--- src/hdl/rsc_defines.vh ---
// Constants of the rail strobe sequencer: register map, fields, resets, timing.
// Assumes inclusion by bare name from the sequencer core.
`ifndef RSC_DEFINES_VH
`define RSC_DEFINES_VH

// ----------------------------------------
// Register subaddresses
// ----------------------------------------
`define RSC_ADDR_LDO_VOLT 8'h1B
`define RSC_ADDR_GAP_LOW 8'h20
`define RSC_ADDR_GAP_HIGH 8'h21
`define RSC_ADDR_BUCK12 8'h22
`define RSC_ADDR_BUCK34 8'h23
`define RSC_ADDR_UNLOCK 8'h10

// ----------------------------------------
// Reset values and field layout
// ----------------------------------------
`define RSC_RST_LDO_VOLT 6'h1F
`define RSC_RST_LDO_MV 12'h708
`define RSC_RST_GAP_LOW 8'h00
`define RSC_RST_GAP_HIGH_LSB 1'b0
`define RSC_RST_FACTOR 1'b0
`define RSC_RST_BUCK12 8'h55
`define RSC_RST_BUCK34 8'h37
`define RSC_FACTOR_BIT 7
`define RSC_GAP9_BIT 0
`define RSC_UNLOCK_KEY 8'h7D

// ----------------------------------------
// Strobe codes and voltage map
// ----------------------------------------
`define RSC_STROBE_FIRST 4'h1
`define RSC_STROBE_LAST 4'hA
`define RSC_CODE_MIN 4'h3
`define RSC_CODE_MAX 4'hA
`define RSC_LDO_FINE_TOP 6'h1A
`define RSC_LDO_BASE_MV 12'h384
`define RSC_LDO_COARSE_MV 12'h640
`define RSC_LDO_FINE_STEP 12'h019
`define RSC_LDO_COARSE_STEP 12'h032

// ----------------------------------------
// Timing
// ----------------------------------------
`define RSC_CLK_MHZ 200
`define RSC_US_PER_MS 1000
`define RSC_GAP_SHORT_MS 6'h02
`define RSC_GAP_LONG_MS 6'h05
`define RSC_DOWN_FACTOR 6'h0A
`define RSC_BLANK_MS 5

`endif

--- src/hdl/rsc_sequencer.v ---
// Sequencer configuration registers, strobe timing and regulator code register.
// Assumes an on-chip serial-bus slave presents single-cycle register strobes on
// the clk_in domain, and power-up/down requests come from same-clock logic.
`timescale 1ns/1ps
`include "rsc_defines.vh"

module rsc_sequencer #(
    parameter CYC_PER_MS = `RSC_CLK_MHZ * `RSC_US_PER_MS,
    parameter BLANK_CYC = `RSC_BLANK_MS * `RSC_CLK_MHZ * `RSC_US_PER_MS
) (
    input wire clk_in,
    input wire reset_n_in,
    input wire [7:0] reg_addr_in,
    input wire [7:0] reg_wdata_in,
    input wire reg_wr_in,
    input wire reg_rd_in,
    input wire power_up_req_in,
    input wire power_down_req_in,
    output wire [7:0] reg_rdata_out,
    output wire write_refused_out,
    output wire [5:0] ldo_code_out,
    output wire [11:0] ldo_mv_out,
    output wire monitor_blank_out,
    output wire buck_one_en_out,
    output wire buck_two_en_out,
    output wire [3:0] strobe_num_out,
    output wire strobe_pulse_out,
    output wire seq_busy_out
);

    localparam ST_IDLE = 2'b00;
    localparam ST_UP = 2'b01;
    localparam ST_DOWN = 2'b10;

    // ----------------------------------------
    // Helpers
    // ----------------------------------------
    function [11:0] ldo_mv;
        input [5:0] code;
        begin
            if (code <= `RSC_LDO_FINE_TOP) begin
                ldo_mv = `RSC_LDO_BASE_MV + `RSC_LDO_FINE_STEP * {6'h00, code};
            end else begin
                ldo_mv = `RSC_LDO_COARSE_MV
                    + `RSC_LDO_COARSE_STEP * ({6'h00, code} - 12'h01B);
            end
        end
    endfunction

    // Gap in ms following strobe idx (1..9) in ascending numbering
    function [5:0] gap_ms;
        input [3:0] idx;
        input [7:0] low;
        input gap9;
        input scale;
        reg sel;
        begin
            // Index 0 or above 9 selects the short gap; keep the select in range
            sel = (idx == 4'h9) ? gap9 : ((idx == 4'h0 || idx > 4'h9) ? 1'b0
                : low[idx[2:0] - 3'h1]);
            gap_ms = sel ? `RSC_GAP_LONG_MS : `RSC_GAP_SHORT_MS;
            if (scale) begin
                gap_ms = gap_ms * `RSC_DOWN_FACTOR;
            end
        end
    endfunction

    function rail_next;
        input [3:0] field;
        input [3:0] strobe;
        input up;
        input cur;
        begin
            if (field >= `RSC_CODE_MIN && field <= `RSC_CODE_MAX && field == strobe) begin
                rail_next = up;
            end else begin
                rail_next = cur;
            end
        end
    endfunction

    // ----------------------------------------
    // Registers
    // ----------------------------------------
    reg [5:0] ldo_code_ff;
    reg [7:0] gap_low_ff;
    reg gap9_ff;
    reg factor_ff;
    reg [7:0] buck12_ff;
    reg [7:0] buck34_ff;
    reg unlocked_ff;
    reg [7:0] rdata_ff;
    reg refused_ff;
    reg [11:0] ldo_mv_ff;
    reg [31:0] blank_cnt_ff;
    reg blank_ff;
    reg [1:0] state_ff;
    reg [3:0] strobe_ff;
    reg [5:0] ms_left_ff;
    reg [31:0] div_ff;
    reg pulse_ff;
    reg buck1_ff;
    reg buck2_ff;
    reg busy_ff;

    wire is_prot = (reg_addr_in == `RSC_ADDR_LDO_VOLT) || (reg_addr_in == `RSC_ADDR_GAP_LOW)
        || (reg_addr_in == `RSC_ADDR_GAP_HIGH) || (reg_addr_in == `RSC_ADDR_BUCK12)
        || (reg_addr_in == `RSC_ADDR_BUCK34);
    wire wr_ok = reg_wr_in && is_prot && unlocked_ff;
    wire ldo_wr = wr_ok && (reg_addr_in == `RSC_ADDR_LDO_VOLT);

    // ----------------------------------------
    // Register writes and unlock
    // ----------------------------------------
    // The key arms exactly one following write; any other write relocks.
    always @(posedge clk_in) begin
        if (!reset_n_in) begin
            ldo_code_ff <= `RSC_RST_LDO_VOLT;
            gap_low_ff <= `RSC_RST_GAP_LOW;
            gap9_ff <= `RSC_RST_GAP_HIGH_LSB;
            factor_ff <= `RSC_RST_FACTOR;
            buck12_ff <= `RSC_RST_BUCK12;
            buck34_ff <= `RSC_RST_BUCK34;
            unlocked_ff <= 1'b0;
            refused_ff <= 1'b0;
        end else begin
            refused_ff <= reg_wr_in && is_prot && !unlocked_ff;
            if (reg_wr_in) begin
                unlocked_ff <= (reg_addr_in == `RSC_ADDR_UNLOCK)
                    && (reg_wdata_in == `RSC_UNLOCK_KEY);
            end
            if (wr_ok) begin
                case (reg_addr_in)
                    `RSC_ADDR_LDO_VOLT: ldo_code_ff <= reg_wdata_in[5:0];
                    `RSC_ADDR_GAP_LOW: gap_low_ff <= reg_wdata_in;
                    `RSC_ADDR_GAP_HIGH: begin
                        factor_ff <= reg_wdata_in[`RSC_FACTOR_BIT];
                        gap9_ff <= reg_wdata_in[`RSC_GAP9_BIT];
                    end
                    `RSC_ADDR_BUCK12: buck12_ff <= reg_wdata_in;
                    `RSC_ADDR_BUCK34: buck34_ff <= reg_wdata_in;
                    default: ;
                endcase
            end
        end
    end

    // ----------------------------------------
    // Read port, one cycle latency
    // ----------------------------------------
    always @(posedge clk_in) begin
        if (!reset_n_in) begin
            rdata_ff <= 8'h00;
        end else if (reg_rd_in) begin
            case (reg_addr_in)
                `RSC_ADDR_LDO_VOLT: rdata_ff <= {2'b00, ldo_code_ff};
                `RSC_ADDR_GAP_LOW: rdata_ff <= gap_low_ff;
                `RSC_ADDR_GAP_HIGH: rdata_ff <= {factor_ff, 6'h00, gap9_ff};
                `RSC_ADDR_BUCK12: rdata_ff <= buck12_ff;
                `RSC_ADDR_BUCK34: rdata_ff <= buck34_ff;
                default: rdata_ff <= 8'h00;
            endcase
        end
    end

    // ----------------------------------------
    // Regulator voltage and monitor blanking
    // ----------------------------------------
    // A code write during blanking restarts the full window.
    always @(posedge clk_in) begin
        if (!reset_n_in) begin
            ldo_mv_ff <= `RSC_RST_LDO_MV;
            blank_cnt_ff <= 32'h00000000;
            blank_ff <= 1'b0;
        end else begin
            ldo_mv_ff <= ldo_mv(ldo_code_ff);
            if (ldo_wr) begin
                blank_cnt_ff <= BLANK_CYC - 1;
                blank_ff <= 1'b1;
            end else if (blank_cnt_ff != 32'h00000000) begin
                blank_cnt_ff <= blank_cnt_ff - 32'h00000001;
            end else begin
                blank_ff <= 1'b0;
            end
        end
    end

    // ----------------------------------------
    // Strobe sequencer
    // ----------------------------------------
    reg [1:0] nxt_state;
    reg [3:0] nxt_strobe;
    reg [5:0] nxt_ms_left;
    reg nxt_apply;
    wire tick = (div_ff == CYC_PER_MS - 1);

    always @* begin
        nxt_state = state_ff;
        nxt_strobe = strobe_ff;
        nxt_ms_left = ms_left_ff;
        nxt_apply = 1'b0;
        case (state_ff)
            ST_IDLE: begin
                if (power_up_req_in) begin
                    nxt_state = ST_UP;
                    nxt_strobe = `RSC_STROBE_FIRST;
                    nxt_apply = 1'b1;
                end else if (power_down_req_in) begin
                    nxt_state = ST_DOWN;
                    nxt_strobe = `RSC_STROBE_LAST;
                    nxt_apply = 1'b1;
                end
            end
            ST_UP, ST_DOWN: begin
                if (tick) begin
                    nxt_ms_left = ms_left_ff - 6'h01;
                    if (ms_left_ff == 6'h01) begin
                        nxt_strobe = (state_ff == ST_UP) ? strobe_ff + 4'h1
                            : strobe_ff - 4'h1;
                        nxt_apply = 1'b1;
                    end
                end
            end
            default: nxt_state = ST_IDLE;
        endcase
        if (nxt_apply) begin
            if (nxt_state == ST_UP) begin
                nxt_ms_left = gap_ms(nxt_strobe, gap_low_ff, gap9_ff, 1'b0);
            end else begin
                nxt_ms_left = gap_ms(nxt_strobe - 4'h1, gap_low_ff, gap9_ff,
                    factor_ff);
            end
        end
    end

    // Sequence ends on the strobe itself; no gap follows the last one.
    always @(posedge clk_in) begin
        if (!reset_n_in) begin
            state_ff <= ST_IDLE;
            strobe_ff <= 4'h0;
            ms_left_ff <= 6'h00;
            div_ff <= 32'h00000000;
            pulse_ff <= 1'b0;
            buck1_ff <= 1'b0;
            buck2_ff <= 1'b0;
            busy_ff <= 1'b0;
        end else begin
            strobe_ff <= nxt_strobe;
            ms_left_ff <= nxt_ms_left;
            pulse_ff <= nxt_apply;
            div_ff <= (nxt_apply || tick) ? 32'h00000000 : div_ff + 32'h00000001;
            state_ff <= nxt_state;
            busy_ff <= (nxt_state != ST_IDLE);
            if (nxt_apply) begin
                buck1_ff <= rail_next(buck12_ff[3:0], nxt_strobe, nxt_state == ST_UP,
                    buck1_ff);
                buck2_ff <= rail_next(buck12_ff[7:4], nxt_strobe, nxt_state == ST_UP,
                    buck2_ff);
                if ((nxt_state == ST_UP && nxt_strobe == `RSC_STROBE_LAST)
                    || (nxt_state == ST_DOWN && nxt_strobe == `RSC_STROBE_FIRST)) begin
                    state_ff <= ST_IDLE;
                    busy_ff <= 1'b0;
                end
            end
        end
    end

    assign reg_rdata_out = rdata_ff;
    assign write_refused_out = refused_ff;
    assign ldo_code_out = ldo_code_ff;
    assign ldo_mv_out = ldo_mv_ff;
    assign monitor_blank_out = blank_ff;
    assign buck_one_en_out = buck1_ff;
    assign buck_two_en_out = buck2_ff;
    assign strobe_num_out = strobe_ff;
    assign strobe_pulse_out = pulse_ff;
    assign seq_busy_out = busy_ff;

endmodule

--- config.mk ---
export PLATFORM = sky130hd
export DESIGN_NAME = rsc_sequencer
export DESIGN_NICKNAME = d
export VERILOG_FILES = /design/src/hdl/rsc_sequencer.v
export VERILOG_INCLUDE_DIRS = /design/src /design/src/hdl
export SDC_FILE = /design/constraint.sdc
export NUM_CORES = 1
export LEC_CHECK = 0
export BUFFER_PORTS_ARGS = -buffer_cell sky130_fd_sc_hd__buf_2
export CAP_MARGIN = 10
export CELL_PAD_IN_SITES_DETAIL_PLACEMENT = 1
export CELL_PAD_IN_SITES_GLOBAL_PLACEMENT = 1
export CORE_MARGIN = 2
export CORE_UTILIZATION = 42
export CTS_CLUSTER_SIZE = 40
export DETAILED_ROUTE_END_ITERATION = 10
export GPL_TIMING_DRIVEN = 1
export PLACE_DENSITY = 0.85
export SYNTH_ARGS = -nofsm -noshare
export SYNTH_HDL_FRONTEND = slang
export SYNTH_SLANG_ARGS = --single-unit
--- constraint.sdc ---
create_clock -name clk_in -period 3.7 [get_ports clk_in]
set_clock_uncertainty 0.05 [all_clocks]
set_input_delay 0.555 -clock clk_in [delete_from_list [all_inputs] [get_ports clk_in]]
set_output_delay 0.555 -clock clk_in [all_outputs]
set_load 0.005 [all_outputs]
-- Yosys cells after proc, flatten, opt, wreduce, memory -nomap -nowiden
Cells that the tools add are included.
- add/sub/neg operators: 11
- $mul: 3
- order comparisons: 9
- equality and inequality tests: 20
- multiplexer cells: 39
- bitwise operators: 1
- reduce and logical (&&, ||, !) cells: 39
- operator list (cell ; number):
    20-bit 2-to-1 mux ; 2
    8-bit case mux with 5 select lines ; 1
    32-bit by 1-bit adder with 32-bit output (second input constant) ; 1
    32-bit by 18-bit equality test with 1-bit output (second input constant) ; 1
    8-bit by 6-bit equality test with 1-bit output (second input constant) ; 4
    32-bit nonzero test ; 1
    32-bit by 1-bit subtractor with 32-bit output (second input constant) ; 1
    6-bit 2-to-1 mux ; 5
    4-bit 2-to-1 mux ; 5
    8-bit by 5-bit equality test with 1-bit output (second input constant) ; 2
    2-bit AND reduction ; 8
    1-bit 2-to-1 mux ; 14
    10-bit by 11-bit adder with 12-bit output (first input constant) ; 1
    11-bit by 12-bit adder with 12-bit output (first input constant) ; 1
    4-bit equality test (second input constant) ; 3
    5-bit by 12-bit multiplier with 11-bit output (first input constant) ; 1
    12-bit 2-to-1 mux ; 1
    1-bit logical AND ; 11
    5-bit by 6-bit multiplier with 11-bit output (first input constant) ; 1
    4-bit equality test ; 2
    8-bit by 7-bit equality test with 1-bit output (second input constant) ; 1
    4-bit by 2-bit >= comparator with 1-bit output (second input constant) ; 2
    4-bit > comparator (second input constant) ; 2
    4-bit less-or-equal comparator (second input constant) ; 2
    other kinds (26) ; 49
- register bits: 135
- input port bits: 22
- output and inout bits: 36
- word-level logic and storage cells: 143

-- Logic depth before layout (Yosys ltp)
- word-level depth: 16
- mapped depth: 18
- gate-level depth less buffers: 18

-- Least setup slack after synthesis
Ideal clock, no wire load.
- path kind: register to register
- from: reg div_ff[0]
- to: reg ms_left_ff[1]
- setup time: 0.119 ns
- arrival time: 3.839 ns
- required time: 3.531 ns
- path slack: -0.308 ns
- cell stages (with the launch flop): 16
- path buffers: 1
- clock period less this slack: 4.008 ns
- cells stage by stage: dfxtp_1 > ha_1 > and4_1 > nand4_1 > or3_4 > a311oi_4 > buf_6 > inv_1 > ha_1 > mux4_2 > nand2_1 > o2bb2ai_1 > a211o_1 > ha_1 > o21a_1 > o2bb2ai_1
- cells in the longest elaborated chain, start to end: 14
- elaborated cells on any way between the ends: 33
- classes of those cells: 3 x add/sub; 1 x mul; 2 x order compare; 3 x eq/ne; 17 x mux; 7 x reduce/logical
- RTL lines (item ; RTL line ; source):
    start: declaration ; rsc_sequencer.v:100 ; reg [31:0] div_ff;
    start signal: assignment ; rsc_sequencer.v:251 ; div_ff <= (nxt_apply || tick) ? 32'h00000000 : div_ff + 32'h00000001;
    32-bit by 18-bit equality test with 1-bit output * ; rsc_sequencer.v:195 ; wire tick = (div_ff == CYC_PER_MS - 1);
    4-bit 2-to-1 mux * ; rsc_sequencer.v:215 ; if (tick) begin
    4-bit case mux with 2 select lines * ; rsc_sequencer.v:202 ; case (state_ff)
    named net nxt_strobe[0] ; rsc_sequencer.v:192 ; reg [3:0] nxt_strobe;
    4-bit by 1-bit subtractor with 4-bit output ; rsc_sequencer.v:230 ; nxt_ms_left = gap_ms(nxt_strobe - 4'h1, gap_low_ff, gap9_ff,
    3-bit by 1-bit subtractor with 3-bit output ; rsc_sequencer.v:60 ; : low[idx[2:0] - 3'h1]);
    1-bit binary-select mux with 3-bit select ; rsc_sequencer.v:60 ;
    1-bit 2-to-1 mux (implied by the code) ; rsc_sequencer.v:60 ;
    1-bit 2-to-1 mux (2 in series) ; rsc_sequencer.v:59 ; sel = (idx == 4'h9) ? gap9 : ((idx == 4'h0 || idx > 4'h9) ? 1'b0
    3-bit 2-to-1 mux (no line) ; - ;
    3-bit by 3-bit multiplier with 5-bit output (no line) ; - ;
    6-bit 2-to-1 mux ; rsc_sequencer.v:62 ; if (scale) begin
    6-bit 2-to-1 mux * ; rsc_sequencer.v:227 ; if (nxt_state == ST_UP) begin
    6-bit 2-to-1 mux * ; rsc_sequencer.v:226 ; if (nxt_apply) begin
    end signal: assignment ; rsc_sequencer.v:249 ; ms_left_ff <= nxt_ms_left;
    end: declaration ; rsc_sequencer.v:99 ; reg [5:0] ms_left_ff;
Mark *: on every way through the listed nets, which the timed path passes. The rest lies on a longest branch. The select of a mux whose other input is x is not followed.
A chain may end at the register's enable or synchronous reset.

-- Worst setup path in the final report
- from: reg div_ff[7]
- to: reg ms_left_ff[1]
The elaborated chain is that of the path after synthesis.

==> impl_results.md <==
* Outcome: finished with violations
* Failing checks: setup timing
* DRT iter0 DRCs at 395
* Avg Cell Area, Syn at 8.74 sq um
* Vias in the first global route at 7762
* IO Port Bufs at 57
* CTS HTree Levels at 4
* Ant. Diodes at 0
* Worst-path maximum fanout at 3
* Maximum VDD drop at 0.293 mV
* Hpwl dp at 16.6 mm
* Final-stage net count at 1119
* Worst Path Required at 3.97 ns
* Hold Path Class: input port to flop
* Clk root buf: clkbuf_16
* CTS tree: yes
* Yosys warnings at 0
* Number of synthesized flops with an enable pin at 0
* Grt ovf at 0
* Layout Area Growth over Synthesis at 28.3%
* Die Y-Extent at 141 um
* Setup WS post-layout at -0.270 ns
* Clk slew on worst S/H paths at 0.06 ns
* TritonCTS buffer count at 17
* # setup viols final at 5
* Period minus WS final at 3.97 ns
* Yosys cell types at 68
* Vias at 7287
* Slew HR at 31.7%
* # rows at 50
* First-pass detailed-route iteration total at 5
* Die area at 19800 sq um
* Worst EP arrival at 4.24 ns
* Pwr Total at 5100 uW
* Cell count after synthesis at 899
* Post-DR vias/cell at 5.74
* Filler cells at 2100
* Seq/Total Area, Yosys at 34.4%
* Initial antenna violation count at 1
* Multi-input gate area at 5360 sq um
* First-pass GRT wire length at 41.0 mm
* Unrepaired setup endpoints after global routing: true
* Leakage at 0.00437 uW
* PD cells at 506 nW/um^2
* Mapped Nets at 996
* Total Wirelength at 27.7 mm
* CTS Buffer Depth at 2
* Share of layout cells above drive strength 1 at 24.2%
* I/O Pins at 58
* Startpoint types: flop
* Fmax at 252 MHz
* Final Hold Vio Count at 0
* Critical Setup Path Class: flop to flop
* Die width at 141 um
* Crit end category: flop
* DRC errors left at 0
* Synth Flop Type: dfxtp_1
* Core Area at 18500 sq um
* GPL Wtd Cong at 0.852
* Share of synthesized registers carrying an async set or reset at 0%
* Slew Viols, Final at 0
* Post-route ant nets at 0
* Worst-Skew Late Latency at 0.44 ns
* Final period util at 107%
* TritonCTS Sinks at 135
* #FFs+latches synth at 135
* WL/cell at 21.8 um
* Maxcap violations at 0
* Pre-CTS setup slack at -0.164 ns
* Largest net degree at the start of global routing at 34
* Cell Area, Synth at 7860 sq um
* Initial Utilization at 42.4%
* GRT Total Usage at 26.3%
* Seq. cell area at 2730 sq um
* Tightest Pin Transition at 1.02 ns
Yosys cell counts, types with 2 or more instances:
cell	number	area (sq um)
dfxtp_1	135	2700
nor2_1	120	450
nand2_1	82	308
ha_1	65	813
xnor2_1	56	490
inv_1	52	195
a21oi_1	51	255
xor2_1	33	289
nand3_1	31	155
mux2i_1	27	270
nor3_1	24	120
clkbuf_1	23	86.3
o21ai_0	16	80.1
nor4_1	13	81.3
and3_1	11	68.8
fa_1	10	200
nand4_1	10	62.6
nor2b_1	9	56.3
o211ai_1	9	67.6
a21o_1	8	60.1
and2_1	7	43.8
mux2_2	7	78.8
or3_1	7	43.8
a222oi_1	6	60.1
nand3b_1	6	45.0
and4_1	5	43.8
nor3b_1	5	37.5
o21bai_1	5	37.5
a211oi_1	4	30.0
a21boi_0	4	30.0
nor4b_1	4	35.0
or4_1	4	30.0
a31oi_1	3	18.8
mux4_1	3	78.8
nand2b_1	3	18.8
a22o_1	2	17.5
a22oi_1	2	15.0
buf_1	2	7.51
buf_6	2	22.5
o21ai_1	2	10.0
o22ai_1	2	12.5
o2bb2ai_1	2	17.5
o41ai_1	2	17.5
registers in the layout (all words and copies together), names as in the netlist, 2 cells and up:
signal,cells
gap_low_ff,8
reg_rdata_out,8
ms_left_ff,6
state_ff,2
blank_cnt_ff,32
buck12_ff,8
strobe_num_out,4
ldo_mv_out,12
ldo_code_out,6
buck34_ff,8
div_ff,32
cells by family (layout without fill, tap and decap cells):
| logic type | count (synthesis) | in the layout | synth area share [%] |
|---|---|---|---|
| fa+ha+maj | 75 | 75 | 12.9 |
| simple gates | 352 | 352 | 22.1 |
| flops | 135 | 135 | 34.4 |
| compound gates | 130 | 130 | 11.0 |
| mux | 38 | 38 | 5.73 |
| xor+xnor | 89 | 89 | 9.92 |
| buf+inv | 80 | 216 | 4.01 |
critical path: stages, from the launching register on:
cell and delay (ns):
dfxtp_1 0.34, nor4_4 0.36, nand3_2 0.17, or3_4 0.44, a311oi_4 0.42, inv_4 0.08, ha_4 0.29, mux4_2 0.53
mux2i_2 0.19, nor3_1 0.07, a211o_2 0.36, ha_4 0.24, o21a_1 0.17, o2bb2ai_1 0.12
power breakdown:
part	internal, uW	total (uW)	switching (uW)
combinational	606	1420	816
sequential	1620	1790	165
clock	1140	1890	748
timing repair:
action,4_1_cts,5_1_grt
buffers inserted,15,5
pin swaps,10,44
endpoints found under the setup margin,7,7
gates resized for setup,24,71
hold buffers,0,0
layout make-up:
| type | count | share of cell area, % |
|---|---|---|
| clock buffers | 17 | 4.22 |
| clock inverters | 15 | 2.13 |
| inverters | 53 | 2.07 |
| multi-input cells | 684 | 53.1 |
| flip-flops and latches | 135 | 27.0 |
| well taps | 234 | 2.90 |
| repair buffers | 131 | 8.49 |
through the flow:
step                      TNS [ns]  hold slack, ns  cells  area [sq um]  utilization, %
after floorplan             -0.132           0.378    899          7900               -
after global placement           0           0.388   1218          8770            47.4
after detailed placement    -0.562           0.394   1218          8770            47.4
after CTS                   -0.147           0.355   1265          9660            52.2
after global routing         -1.51           0.380   1269         10100            54.5
final                        -1.07           0.372   1269         10100            54.5
routing by layer:
metal | up-vias | wire, um | global-route usage (%)
li1 | 3362 | - | -
met1 | 3584 | 10600 | 28.4
met2 | 249 | 14800 | 48.4
met3 | 90 | 1300 | 6.11
met4 | 2 | 1060 | 12.8
met5 | - | 11 | 0
cell usage in the layout, fill, tap and decap left out, drive strengths merged, types with 5 or more instances in the layout:
master  synthesis  routed
a21o            8       8
a21oi          51      51
a222oi          6       6
and2            8       8
and3           11      11
and4            5       5
buf             4     131
clkbuf         23      17
dfxtp         135     135
fa             10      10
ha             65      65
inv            53      58
mux2            7       7
mux2i          27      27
nand2          83      83
nand3          31      31
nand3b          6       6
nand4          11      11
nor2          120     120
nor2b           9       9
nor3           24      24
nor3b           5       5
nor4           14      14
nor4b           6       6
o211ai          9       9
o21ai          18      18
o21bai          5       5
or3             8       8
xnor2          56      56
xor2           33      33
path summary, 6_finish.rpt:
check	to	startpoint	slack, ns	cells after the start
setup reg to reg	ms_left_ff[1]	div_ff[7]	-0.27	13
setup / recovery	ms_left_ff[1]	div_ff[7]	-0.27	13
hold / removal	buck34_ff[7]	reg_wdata_in[7]	0.37	3
hold reg to reg	buck34_ff[7]	buck34_ff[7]	0.41	2
No activity file was read; power rests on OpenSTA's default activity.
